--- config.mk ---
export PLATFORM = sky130hd
export DESIGN_NAME = ias_sequencer
export DESIGN_NICKNAME = d
export VERILOG_FILES = /design/src/logic/ias_req_filter.v /design/src/logic/ias_ack_timer.v /design/src/logic/ias_sequencer.v
export VERILOG_INCLUDE_DIRS = /design/src /design/src/logic
export SDC_FILE = /design/constraint.sdc
export NUM_CORES = 1
export LEC_CHECK = 0
export ABC_AREA = 1
export BUFFER_PORTS_ARGS = -buffer_cell sky130_fd_sc_hd__buf_2
export CORE_AREA = 2 2 122 184
export DETAILED_ROUTE_END_ITERATION = 12
export DIE_AREA = 0 0 124 186
export PLACE_DENSITY = 0.84
export SYNTH_ARGS = -nofsm -noshare
export SYNTH_HDL_FRONTEND = slang
export SYNTH_SLANG_ARGS = --single-unit
--- constraint.sdc ---
create_clock -name core_clk_i -period 4.39 [get_ports core_clk_i]
set_input_delay 0 -clock core_clk_i [delete_from_list [all_inputs] [get_ports core_clk_i]]
set_output_delay 0 -clock core_clk_i [all_outputs]
set_load 0.005 [all_outputs]
--- src/logic/ias_consts.vh ---
/*
 Constants for the interrupt acknowledge sequencer: encodings, vector numbers,
 status field positions and the acknowledge timeout.
 Assumes inclusion by bare name from the logic/ files.
*/
`ifndef IAS_CONSTS_VH
`define IAS_CONSTS_VH

`define IAS_FC_CPU_SPACE      3'h7
`define IAS_ADDR_HI_ONES      20'hFFFFF
`define IAS_ADDR_BIT0         1'h1
`define IAS_SPURIOUS_VEC      8'h18
`define IAS_AUTOVEC_BASE      8'h18
`define IAS_LEVEL_SEVEN       3'h7
`define IAS_ARB_NONE          4'h0
`define IAS_SR_S_BIT          13
`define IAS_SR_T_HI_BIT       15
`define IAS_SR_T_LO_BIT       14
`define IAS_SR_MASK_LSB       8
`define IAS_SR_RESET          16'h2700
`define IAS_STACK_WORDS       3'h3
`define IAS_ACK_TIMEOUT_NS    64
`define IAS_CLK_PERIOD_NS     4
`define IAS_ACK_TIMEOUT_CYC   (`IAS_ACK_TIMEOUT_NS / `IAS_CLK_PERIOD_NS)

`endif

--- src/logic/ias_req_filter.v ---
/*
 Request qualifier: picks the highest pending level above the mask, level
 seven always allowed on a fresh falling edge.
 Assumes the request pins are synchronous to core_clk_i.
*/
`timescale 1ns/1ns
`include "ias_consts.vh"

module ias_req_filter
(
   input  wire       core_clk_i,
   input  wire       rst_b_i,
   input  wire [7:1] request_n_i,
   input  wire [2:0] mask_i,
   input  wire       nmi_taken_i,
   output reg  [2:0] pend_level_o,
   output wire       pend_valid_o
);

   reg  [7:1] prev_n;
   reg        nmi_armed;
   reg  [2:0] prev_mask;
   reg  [2:0] next_level;
   integer    idx;

   // Highest valid level wins; a level one to six at or below the mask is not seen
   always @*
   begin
      next_level = 3'h0;
      for (idx = 1; idx < 7; idx = idx + 1)
         if (!request_n_i[idx] && !prev_n[idx] && idx[2:0] > mask_i)
            next_level = idx[2:0];
      if (nmi_armed)
         next_level = `IAS_LEVEL_SEVEN;
   end

   // Two samples required; level seven armed by an edge or a mask drop
   always @(posedge core_clk_i or negedge rst_b_i)
   begin
      if (!rst_b_i)
      begin
         prev_n       <= 7'h7F;
         nmi_armed    <= 1'b0;
         prev_mask    <= 3'h7;
         pend_level_o <= 3'h0;
      end
      else
      begin
         prev_n       <= request_n_i;
         prev_mask    <= mask_i;
         pend_level_o <= next_level;
         if (!request_n_i[7] && !prev_n[7] &&
             (nmi_edge_seen(prev_n[7], request_n_i[7]) || (prev_mask == 3'h7 && mask_i != 3'h7)))
            nmi_armed <= 1'b1;
         else if (nmi_taken_i)
            nmi_armed <= 1'b0;
      end
   end

   // Edge seen one sample earlier: prev high went low last cycle
   reg nmi_fall;
   always @(posedge core_clk_i or negedge rst_b_i)
   begin
      if (!rst_b_i)
         nmi_fall <= 1'b0;
      else
         nmi_fall <= prev_n[7] & ~request_n_i[7];
   end

   function nmi_edge_seen;
      input p;
      input c;
      begin
         nmi_edge_seen = nmi_fall & ~p & ~c;
      end
   endfunction

   assign pend_valid_o = (pend_level_o != 3'h0);

endmodule // ias_req_filter

--- src/logic/ias_ack_timer.v ---
/*
 Bus monitor for the acknowledge cycle: counts while the cycle runs and
 flags a timeout.
 Assumes run drops between cycles to clear it and stays high through the cycle.
*/
`timescale 1ns/1ns
`include "ias_consts.vh"

module ias_ack_timer
(
   input  wire core_clk_i,
   input  wire rst_b_i,
   input  wire run_i,
   output wire expired_o
);

   reg [7:0] count;

   // Saturating count, cleared whenever no cycle is running
   always @(posedge core_clk_i or negedge rst_b_i)
   begin
      if (!rst_b_i)
         count <= 8'h00;
      else if (!run_i)
         count <= 8'h00;
      else if (!expired_o)
         count <= count + 8'h01;
   end

   assign expired_o = (count >= `IAS_ACK_TIMEOUT_CYC);

endmodule // ias_ack_timer

--- src/logic/ias_sequencer.v ---
/*
 Interrupt acknowledge sequencer: stacks state, enters supervisor mode,
 runs the acknowledge cycle, obtains a vector and loads the handler address.
 Assumes responders keep the acknowledge signals steady until the cycle ends,
 and that the core pulses boundary_i at instruction boundaries.
*/
`timescale 1ns/1ns
`include "ias_consts.vh"

// Summary of operation
// - Start only at boundary or after exceptions
// - Stack state, set supervisor, clear trace
// - Function code all ones during acknowledge
// - Address ones, level in bits 3..1
// - Copy acknowledged level into mask
// - No contender gives bus error, spurious vector
// - Winner supplies vector with size acknowledge
// - Autovector request gives level-based vector
// - Timeout gives bus error, spurious vector
// - Vector to table address, load counter
// - Ignore at-or-below mask; level seven always
module ias_sequencer
(
   input  wire        core_clk_i,
   input  wire        rst_b_i,
   input  wire        boundary_i,
   input  wire        exc_busy_i,
   input  wire [7:1]  request_n_i,
   input  wire [15:0] sr_load_i,
   input  wire        sr_load_en_i,
   input  wire [31:0] vector_base_i,
   input  wire [31:0] stack_ptr_i,
   input  wire [31:0] cur_pc_i,
   input  wire [3:0]  arbitration_priority_field_i,
   input  wire [7:0]  data_i,
   input  wire [1:0]  data_size_ack_n_i,
   input  wire        autovector_request_n_i,
   input  wire [31:0] mem_rdata_i,
   input  wire        mem_ready_i,
   output reg  [2:0]  function_code_out_o,
   output reg  [23:0] ack_addr_o,
   output reg         ack_strobe_o,
   output reg         bus_error_n_o,
   output reg         mem_req_o,
   output reg         mem_write_o,
   output reg  [31:0] mem_addr_o,
   output reg  [31:0] mem_wdata_o,
   output reg  [15:0] status_o,
   output reg  [31:0] program_counter_o,
   output reg  [7:0]  vector_o,
   output reg         handler_go_o,
   output wire        busy_o
);

   localparam ST_IDLE  = 3'h0;
   localparam ST_STACK = 3'h1;
   localparam ST_ACK   = 3'h2;
   localparam ST_BUS_ERROR_N  = 3'h3;
   localparam ST_FETCH = 3'h4;
   localparam ST_DONE  = 3'h5;

   reg  [2:0]  state;
   reg  [2:0]  next_state;
   reg  [2:0]  level;
   reg  [2:0]  stack_idx;
   reg  [15:0] saved_sr;
   reg  [31:0] sp;
   wire [2:0]  pend_level;
   wire        pend_valid;
   wire        timed_out;
   wire        nmi_taken;

   // Table entry address: base plus four times the vector number
   function [31:0] vec_addr;
      input [31:0] base;
      input [7:0]  vec;
      begin
         vec_addr = base + {22'h000000, vec, 2'h0};
      end
   endfunction

   assign nmi_taken = (state == ST_STACK) && (level == `IAS_LEVEL_SEVEN);
   assign busy_o    = (state != ST_IDLE);

   ias_req_filter u_filter
   (
      .core_clk_i   (core_clk_i),
      .rst_b_i      (rst_b_i),
      .request_n_i  (request_n_i),
      .mask_i       (status_o[`IAS_SR_MASK_LSB+2:`IAS_SR_MASK_LSB]),
      .nmi_taken_i  (nmi_taken),
      .pend_level_o (pend_level),
      .pend_valid_o (pend_valid)
   );

   ias_ack_timer u_timer
   (
      .core_clk_i (core_clk_i),
      .rst_b_i    (rst_b_i),
      .run_i      (state == ST_ACK),
      .expired_o  (timed_out)
   );

   // Next-state selection
   always @*
   begin
      next_state = state;
      case (state)
         ST_IDLE:
            if (pend_valid && (boundary_i || !exc_busy_i) && !sr_load_en_i)
               next_state = ST_STACK;
         ST_STACK:
            if (mem_ready_i && stack_idx == `IAS_STACK_WORDS - 3'h1)
               next_state = ST_ACK;
         ST_ACK:
            if (arbitration_priority_field_i == `IAS_ARB_NONE)
               next_state = ST_BUS_ERROR_N;
            else if (data_size_ack_n_i != 2'h3 || !autovector_request_n_i)
               next_state = ST_FETCH;
            else if (timed_out)
               next_state = ST_BUS_ERROR_N;
         ST_BUS_ERROR_N:
            next_state = ST_FETCH;
         ST_FETCH:
            if (mem_ready_i)
               next_state = ST_DONE;
         ST_DONE:
            next_state = ST_IDLE;
         default:
            next_state = ST_IDLE;
      endcase
   end

   // Sequencer registers; the stack writes SR, then the whole 32-bit PC word twice
   always @(posedge core_clk_i or negedge rst_b_i)
   begin
      if (!rst_b_i)
      begin
         state               <= ST_IDLE;
         level               <= 3'h0;
         stack_idx           <= 3'h0;
         saved_sr            <= 16'h0000;
         sp                  <= 32'h00000000;
         status_o            <= `IAS_SR_RESET;
         program_counter_o   <= 32'h00000000;
         vector_o            <= 8'h00;
         function_code_out_o <= 3'h0;
         ack_addr_o          <= 24'h000000;
         ack_strobe_o        <= 1'b0;
         bus_error_n_o       <= 1'b1;
         mem_req_o           <= 1'b0;
         mem_write_o         <= 1'b0;
         mem_addr_o          <= 32'h00000000;
         mem_wdata_o         <= 32'h00000000;
         handler_go_o        <= 1'b0;
      end
      else
      begin
         state        <= next_state;
         handler_go_o <= 1'b0;
         bus_error_n_o <= 1'b1;
         case (state)
            ST_IDLE:
            begin
               if (sr_load_en_i)
                  status_o <= sr_load_i;
               if (next_state == ST_STACK)
               begin
                  // Level frozen here; later higher requests wait a new round
                  level     <= pend_level;
                  saved_sr  <= status_o;
                  sp        <= stack_ptr_i - 32'h00000004;
                  stack_idx <= 3'h0;
                  status_o[`IAS_SR_S_BIT]    <= 1'b1;
                  status_o[`IAS_SR_T_HI_BIT] <= 1'b0;
                  status_o[`IAS_SR_T_LO_BIT] <= 1'b0;
                  mem_req_o   <= 1'b1;
                  mem_write_o <= 1'b1;
                  mem_addr_o  <= stack_ptr_i - 32'h00000004;
                  mem_wdata_o <= {16'h0000, status_o};
               end
            end
            ST_STACK:
               if (mem_ready_i)
               begin
                  stack_idx <= stack_idx + 3'h1;
                  sp        <= sp - 32'h00000004;
                  mem_addr_o <= sp - 32'h00000004;
                  mem_wdata_o <= cur_pc_i;
                  if (next_state == ST_ACK)
                  begin
                     mem_req_o           <= 1'b0;
                     mem_write_o         <= 1'b0;
                     ack_strobe_o        <= 1'b1;
                     function_code_out_o <= `IAS_FC_CPU_SPACE;
                     ack_addr_o <= {`IAS_ADDR_HI_ONES, level, `IAS_ADDR_BIT0};
                     status_o[`IAS_SR_MASK_LSB+2:`IAS_SR_MASK_LSB] <= level;
                  end
               end
            ST_ACK:
               if (next_state != ST_ACK)
               begin
                  ack_strobe_o        <= 1'b0;
                  function_code_out_o <= 3'h0;
                  if (next_state == ST_BUS_ERROR_N)
                     bus_error_n_o <= 1'b0;
                  else if (!autovector_request_n_i)
                     vector_o <= `IAS_AUTOVEC_BASE + {5'h00, level};
                  else
                     vector_o <= data_i;
                  if (next_state == ST_FETCH)
                  begin
                     mem_req_o  <= 1'b1;
                     mem_addr_o <= vec_addr(vector_base_i, !autovector_request_n_i ?
                                   `IAS_AUTOVEC_BASE + {5'h00, level} : data_i);
                  end
               end
            ST_BUS_ERROR_N:
            begin
               vector_o   <= `IAS_SPURIOUS_VEC;
               mem_req_o  <= 1'b1;
               mem_addr_o <= vec_addr(vector_base_i, `IAS_SPURIOUS_VEC);
            end
            ST_FETCH:
               if (mem_ready_i)
               begin
                  mem_req_o         <= 1'b0;
                  program_counter_o <= mem_rdata_i;
               end
            ST_DONE:
               handler_go_o <= 1'b1;
            default:
               mem_req_o <= 1'b0;
         endcase
      end
   end

endmodule // ias_sequencer

==> impl_metrics.yaml <==
power:
  power_switching_w: 0.00497
  seqPwrFrac_pct: 31.5
  pwr-share-clk_pct: 16.6
  power_density_nw_per_um2: 657
  power_frac_comb_pct: 51.9
  p_leak_nw: 8.20
  vdd_drop_max_uv: 570
  internal_power_w: 0.00527
  swShare_pct: 48.5
die:
  die_w_microns: 124
  dieArea_sq_um: 23100
  die_y_microns: 186
  start_util_pct: 57.3
  fp.coreArea_sq_um: 21500
  top_level_ports: 325
  rows: 66
global_route:
  grt_max_degree: 117
  grt_pass1_wl_mm: 73.4
  grt_pass1_vias: 14449
  antenna_found_initial: 3
  grt_remaining_overflow: 0
  grt_util_all_layers_pct: 42.1
synth:
  ys_types: 49
  yosys_warnings: 0
  synth-seq-area-share_pct: 39.4
  yosys-top-cells-area: "dfrtp_1 36%, nand2_1 21%, nor2_1 7.2%"
  syn_area_per_cell_sq_um: 6.66
  synth_top_area_share_pct: 36.2
  synthFlopType: "dfrtp_1"
  synth_top_area_cell: "dfrtp_1"
  synth_edf_count: 0
  ys_seq_elements: 193
  syn-cell-area_sq_um: 12300
  syn_nets: 2034
  synthArstFlopShare_pct: 100
  synthCells: 1846
worst_setup_path:
  reg2reg_slack_ps: 1330
  cp-start-kind: "flip-flop"
  rr_worst_depth: 16
  critical_path_class: "flip-flop to flip-flop"
  worstPathArrival_ps: 3460
  cp_max_fo: 10
  end_kind: "flip-flop"
  cp.required_ps: 4780
cts:
  cts_num_sinks: 193
  cts_tree: "built"
  root_buffer: "clkbuf_16"
  postCtsSetupRepairBufs: 0
  cts_max_level: 4
  clk_path_buf_depth: 2
  cts_buffers: 17
  ctsResizeCount: 0
  clk_latency_ps: 460
  cts.clk_slew.worst_paths_ps: 80
  hold_buffers: 103
detailed_routing:
  drc_errors: 0
  vias: 14597
  routed.top_layer: "met4"
  met3WireLength_mm: 4.31
  wl_mm: 48.3
  postRouteAntennaNets: 0
  wl_met2_mm: 23.4
  m1WireLength_mm: 16.9
  drtPass1Iterations: 8
  drt_iter0_drc: 1683
  wire_per_inst_microns: 19.2
  vias_per_cell: 5.81
placed_design:
  place_congestion: 1.04
  hpwl_mm: 32.2
  port_buffers: 324
  pre_cts_ws_ps: 1470
run_status:
  status: "finished with violations"
  violations: "hold timing"
cells_and_area:
  final_common_cell: "nand2_1"
  nets: 2414
  final_cell_mix: "685 x nand2_1, 323 x buf_2, 236 x nor2_1"
  fillerInstances: 1710
  area_growth_pct: 26.6
  drive_gt1_share_pct: 19.4
timing:
  fin_tns_setup_ps: 0
  fin_crit_ps: 3060
  max_freq_ghz: 0.326
  period_share_pct: 69.8
  maxSlewHeadroom_pct: 33.7
  rsz0062_at_grt: "no"
  setup_viol: 0
  tightest_slew_ps: 995
  worst_slack_ps: 1330
  finalHoldViolations: 2
  hold_slack_ps: -5.21
  drv_slew: 0
  clock_skew_ps: 12.3
flow_run:
  cap_violations: 0
min_path:
  hold-path-cell-count: 4
  hp-class: "primary input to flip-flop"
-- layout make-up --
type / instances / area, sq um / area share [%]
multi-input cells: 1397 / 6340 / 40.7
flip-flops and latches: 193 / 4850 / 31.1
repair buffers: 436 / 2730 / 17.5
inverters: 181 / 682 / 4.38
clock buffers: 18 / 429 / 2.76
well taps: 272 / 340 / 2.19
clock inverters: 14 / 193 / 1.24
diodes: 3 / 7.51 / 0.0482
-- final timing paths --
path                                  from                     to
hold reg to reg                status_o[9]  u_filter.prev_mask[1]
setup reg to reg                  level[0]         mem_addr_o[12]
min in group asynchronous          rst_b_i  program_counter_o[10]
hold / removal             stack_ptr_i[18]                 sp[19]
setup / recovery                  level[0]         mem_addr_o[12]
max in group asynchronous          rst_b_i        mem_wdata_o[27]
-- logic make-up (layout without fill, tap and decap cells) --
kind of cell    count (synthesis)  in the layout  share of synthesized area (%)
other cells                     0              3                              0
buf+inv                       256            649                           9.00
flops                         193            193                           39.4
compound gates                180            180                           8.21
fa+ha+maj                      16             16                           1.69
mux                            10             10                          0.916
xor+xnor                       17             17                           1.21
simple gates                 1174           1174                           39.5
-- cells in the mapped netlist, types with 2 or more instances --
master,count
xnor2_1,9
or2_2,26
o211ai_1,19
a31oi_1,3
nand3_1,169
xor2_1,8
buf_6,2
inv_1,172
o21ai_0,87
dfstp_2,15
buf_2,18
clkbuf_1,19
buf_4,28
ha_1,15
o21ai_1,27
nand3_2,3
mux2_2,10
nor3_1,10
inv_2,7
nor2_4,3
o32ai_1,2
nand2_1,685
dfrtp_1,178
nand3b_1,2
o21bai_1,4
o22ai_1,2
nor2_1,236
nand2_2,2
buf_1,7
nand4_1,33
o2111ai_1,3
a21oi_1,25
-- critical path: stages, from the launching register on --
cell and delay [ps]:
dfrtp_1 380, inv_1 80, o21ai_0 350, ha_1 300, inv_1 70, fa_1 360, inv_1 160, nand2_1 100
nand2_1 90, nand3_1 110, nand2_1 340, nand2_1 130, a21oi_1 160, o21ai_0 120, nand3_1 100, nand2_1 60
nand2_1 90
-- power groups by stage --
stage	Sequential [W]	Combinational [W]	Clock, W
4_1_cts	0.00315	0.00504	0.00167
5_1_grt	0.00329	0.00587	0.00176
6_report	0.00323	0.00531	0.00170
3_3_place_gp	0.00314	0.00479	0
3_5_place_dp	0.00316	0.00495	0
2_1_floorplan	0.00310	0.00338	0
-- registers in the layout, indices dropped and copies added, names as in the netlist --
| name | flops |
|---|---|
| handler_go_o | 1 |
| u_filter.prev_n | 7 |
| ack_addr_o | 4 |
| mem_wdata_o | 32 |
| bus_error_n_o | 1 |
| vector_o | 8 |
| u_filter.pend_level_o | 3 |
| state | 3 |
| sp | 32 |
| u_filter.nmi_armed | 1 |
| function_code_out_o | 1 |
| u_filter.prev_mask | 3 |
| mem_req_o | 1 |
| level | 3 |
| status_o | 16 |
| u_filter.nmi_fall | 1 |
| stack_idx | 3 |
| mem_write_o | 1 |
| u_timer.count | 8 |
| program_counter_o | 32 |
| mem_addr_o | 32 |
-- stage by stage --
step	power (W)	instance area, sq um	instances	util (%)
final	0.0102	15600	2514	72.5
after CTS	0.00986	15600	2511	72.5
after detailed placement	0.00811	13900	2376	64.8
after global placement	0.00793	13900	2376	64.8
after floorplan	0.00648	12300	1846	-
after global routing	0.0109	15600	2514	72.5
-- per-layer routing --
layer | up-vias | GRT usage [%]
met3 | 274 | 8.64
met4 | 0 | 29.3
met5 | - | 0
met1 | 6735 | 46.9
met2 | 969 | 70.9
li1 | 6619 | -
No activity file was read; power rests on OpenSTA's default activity.
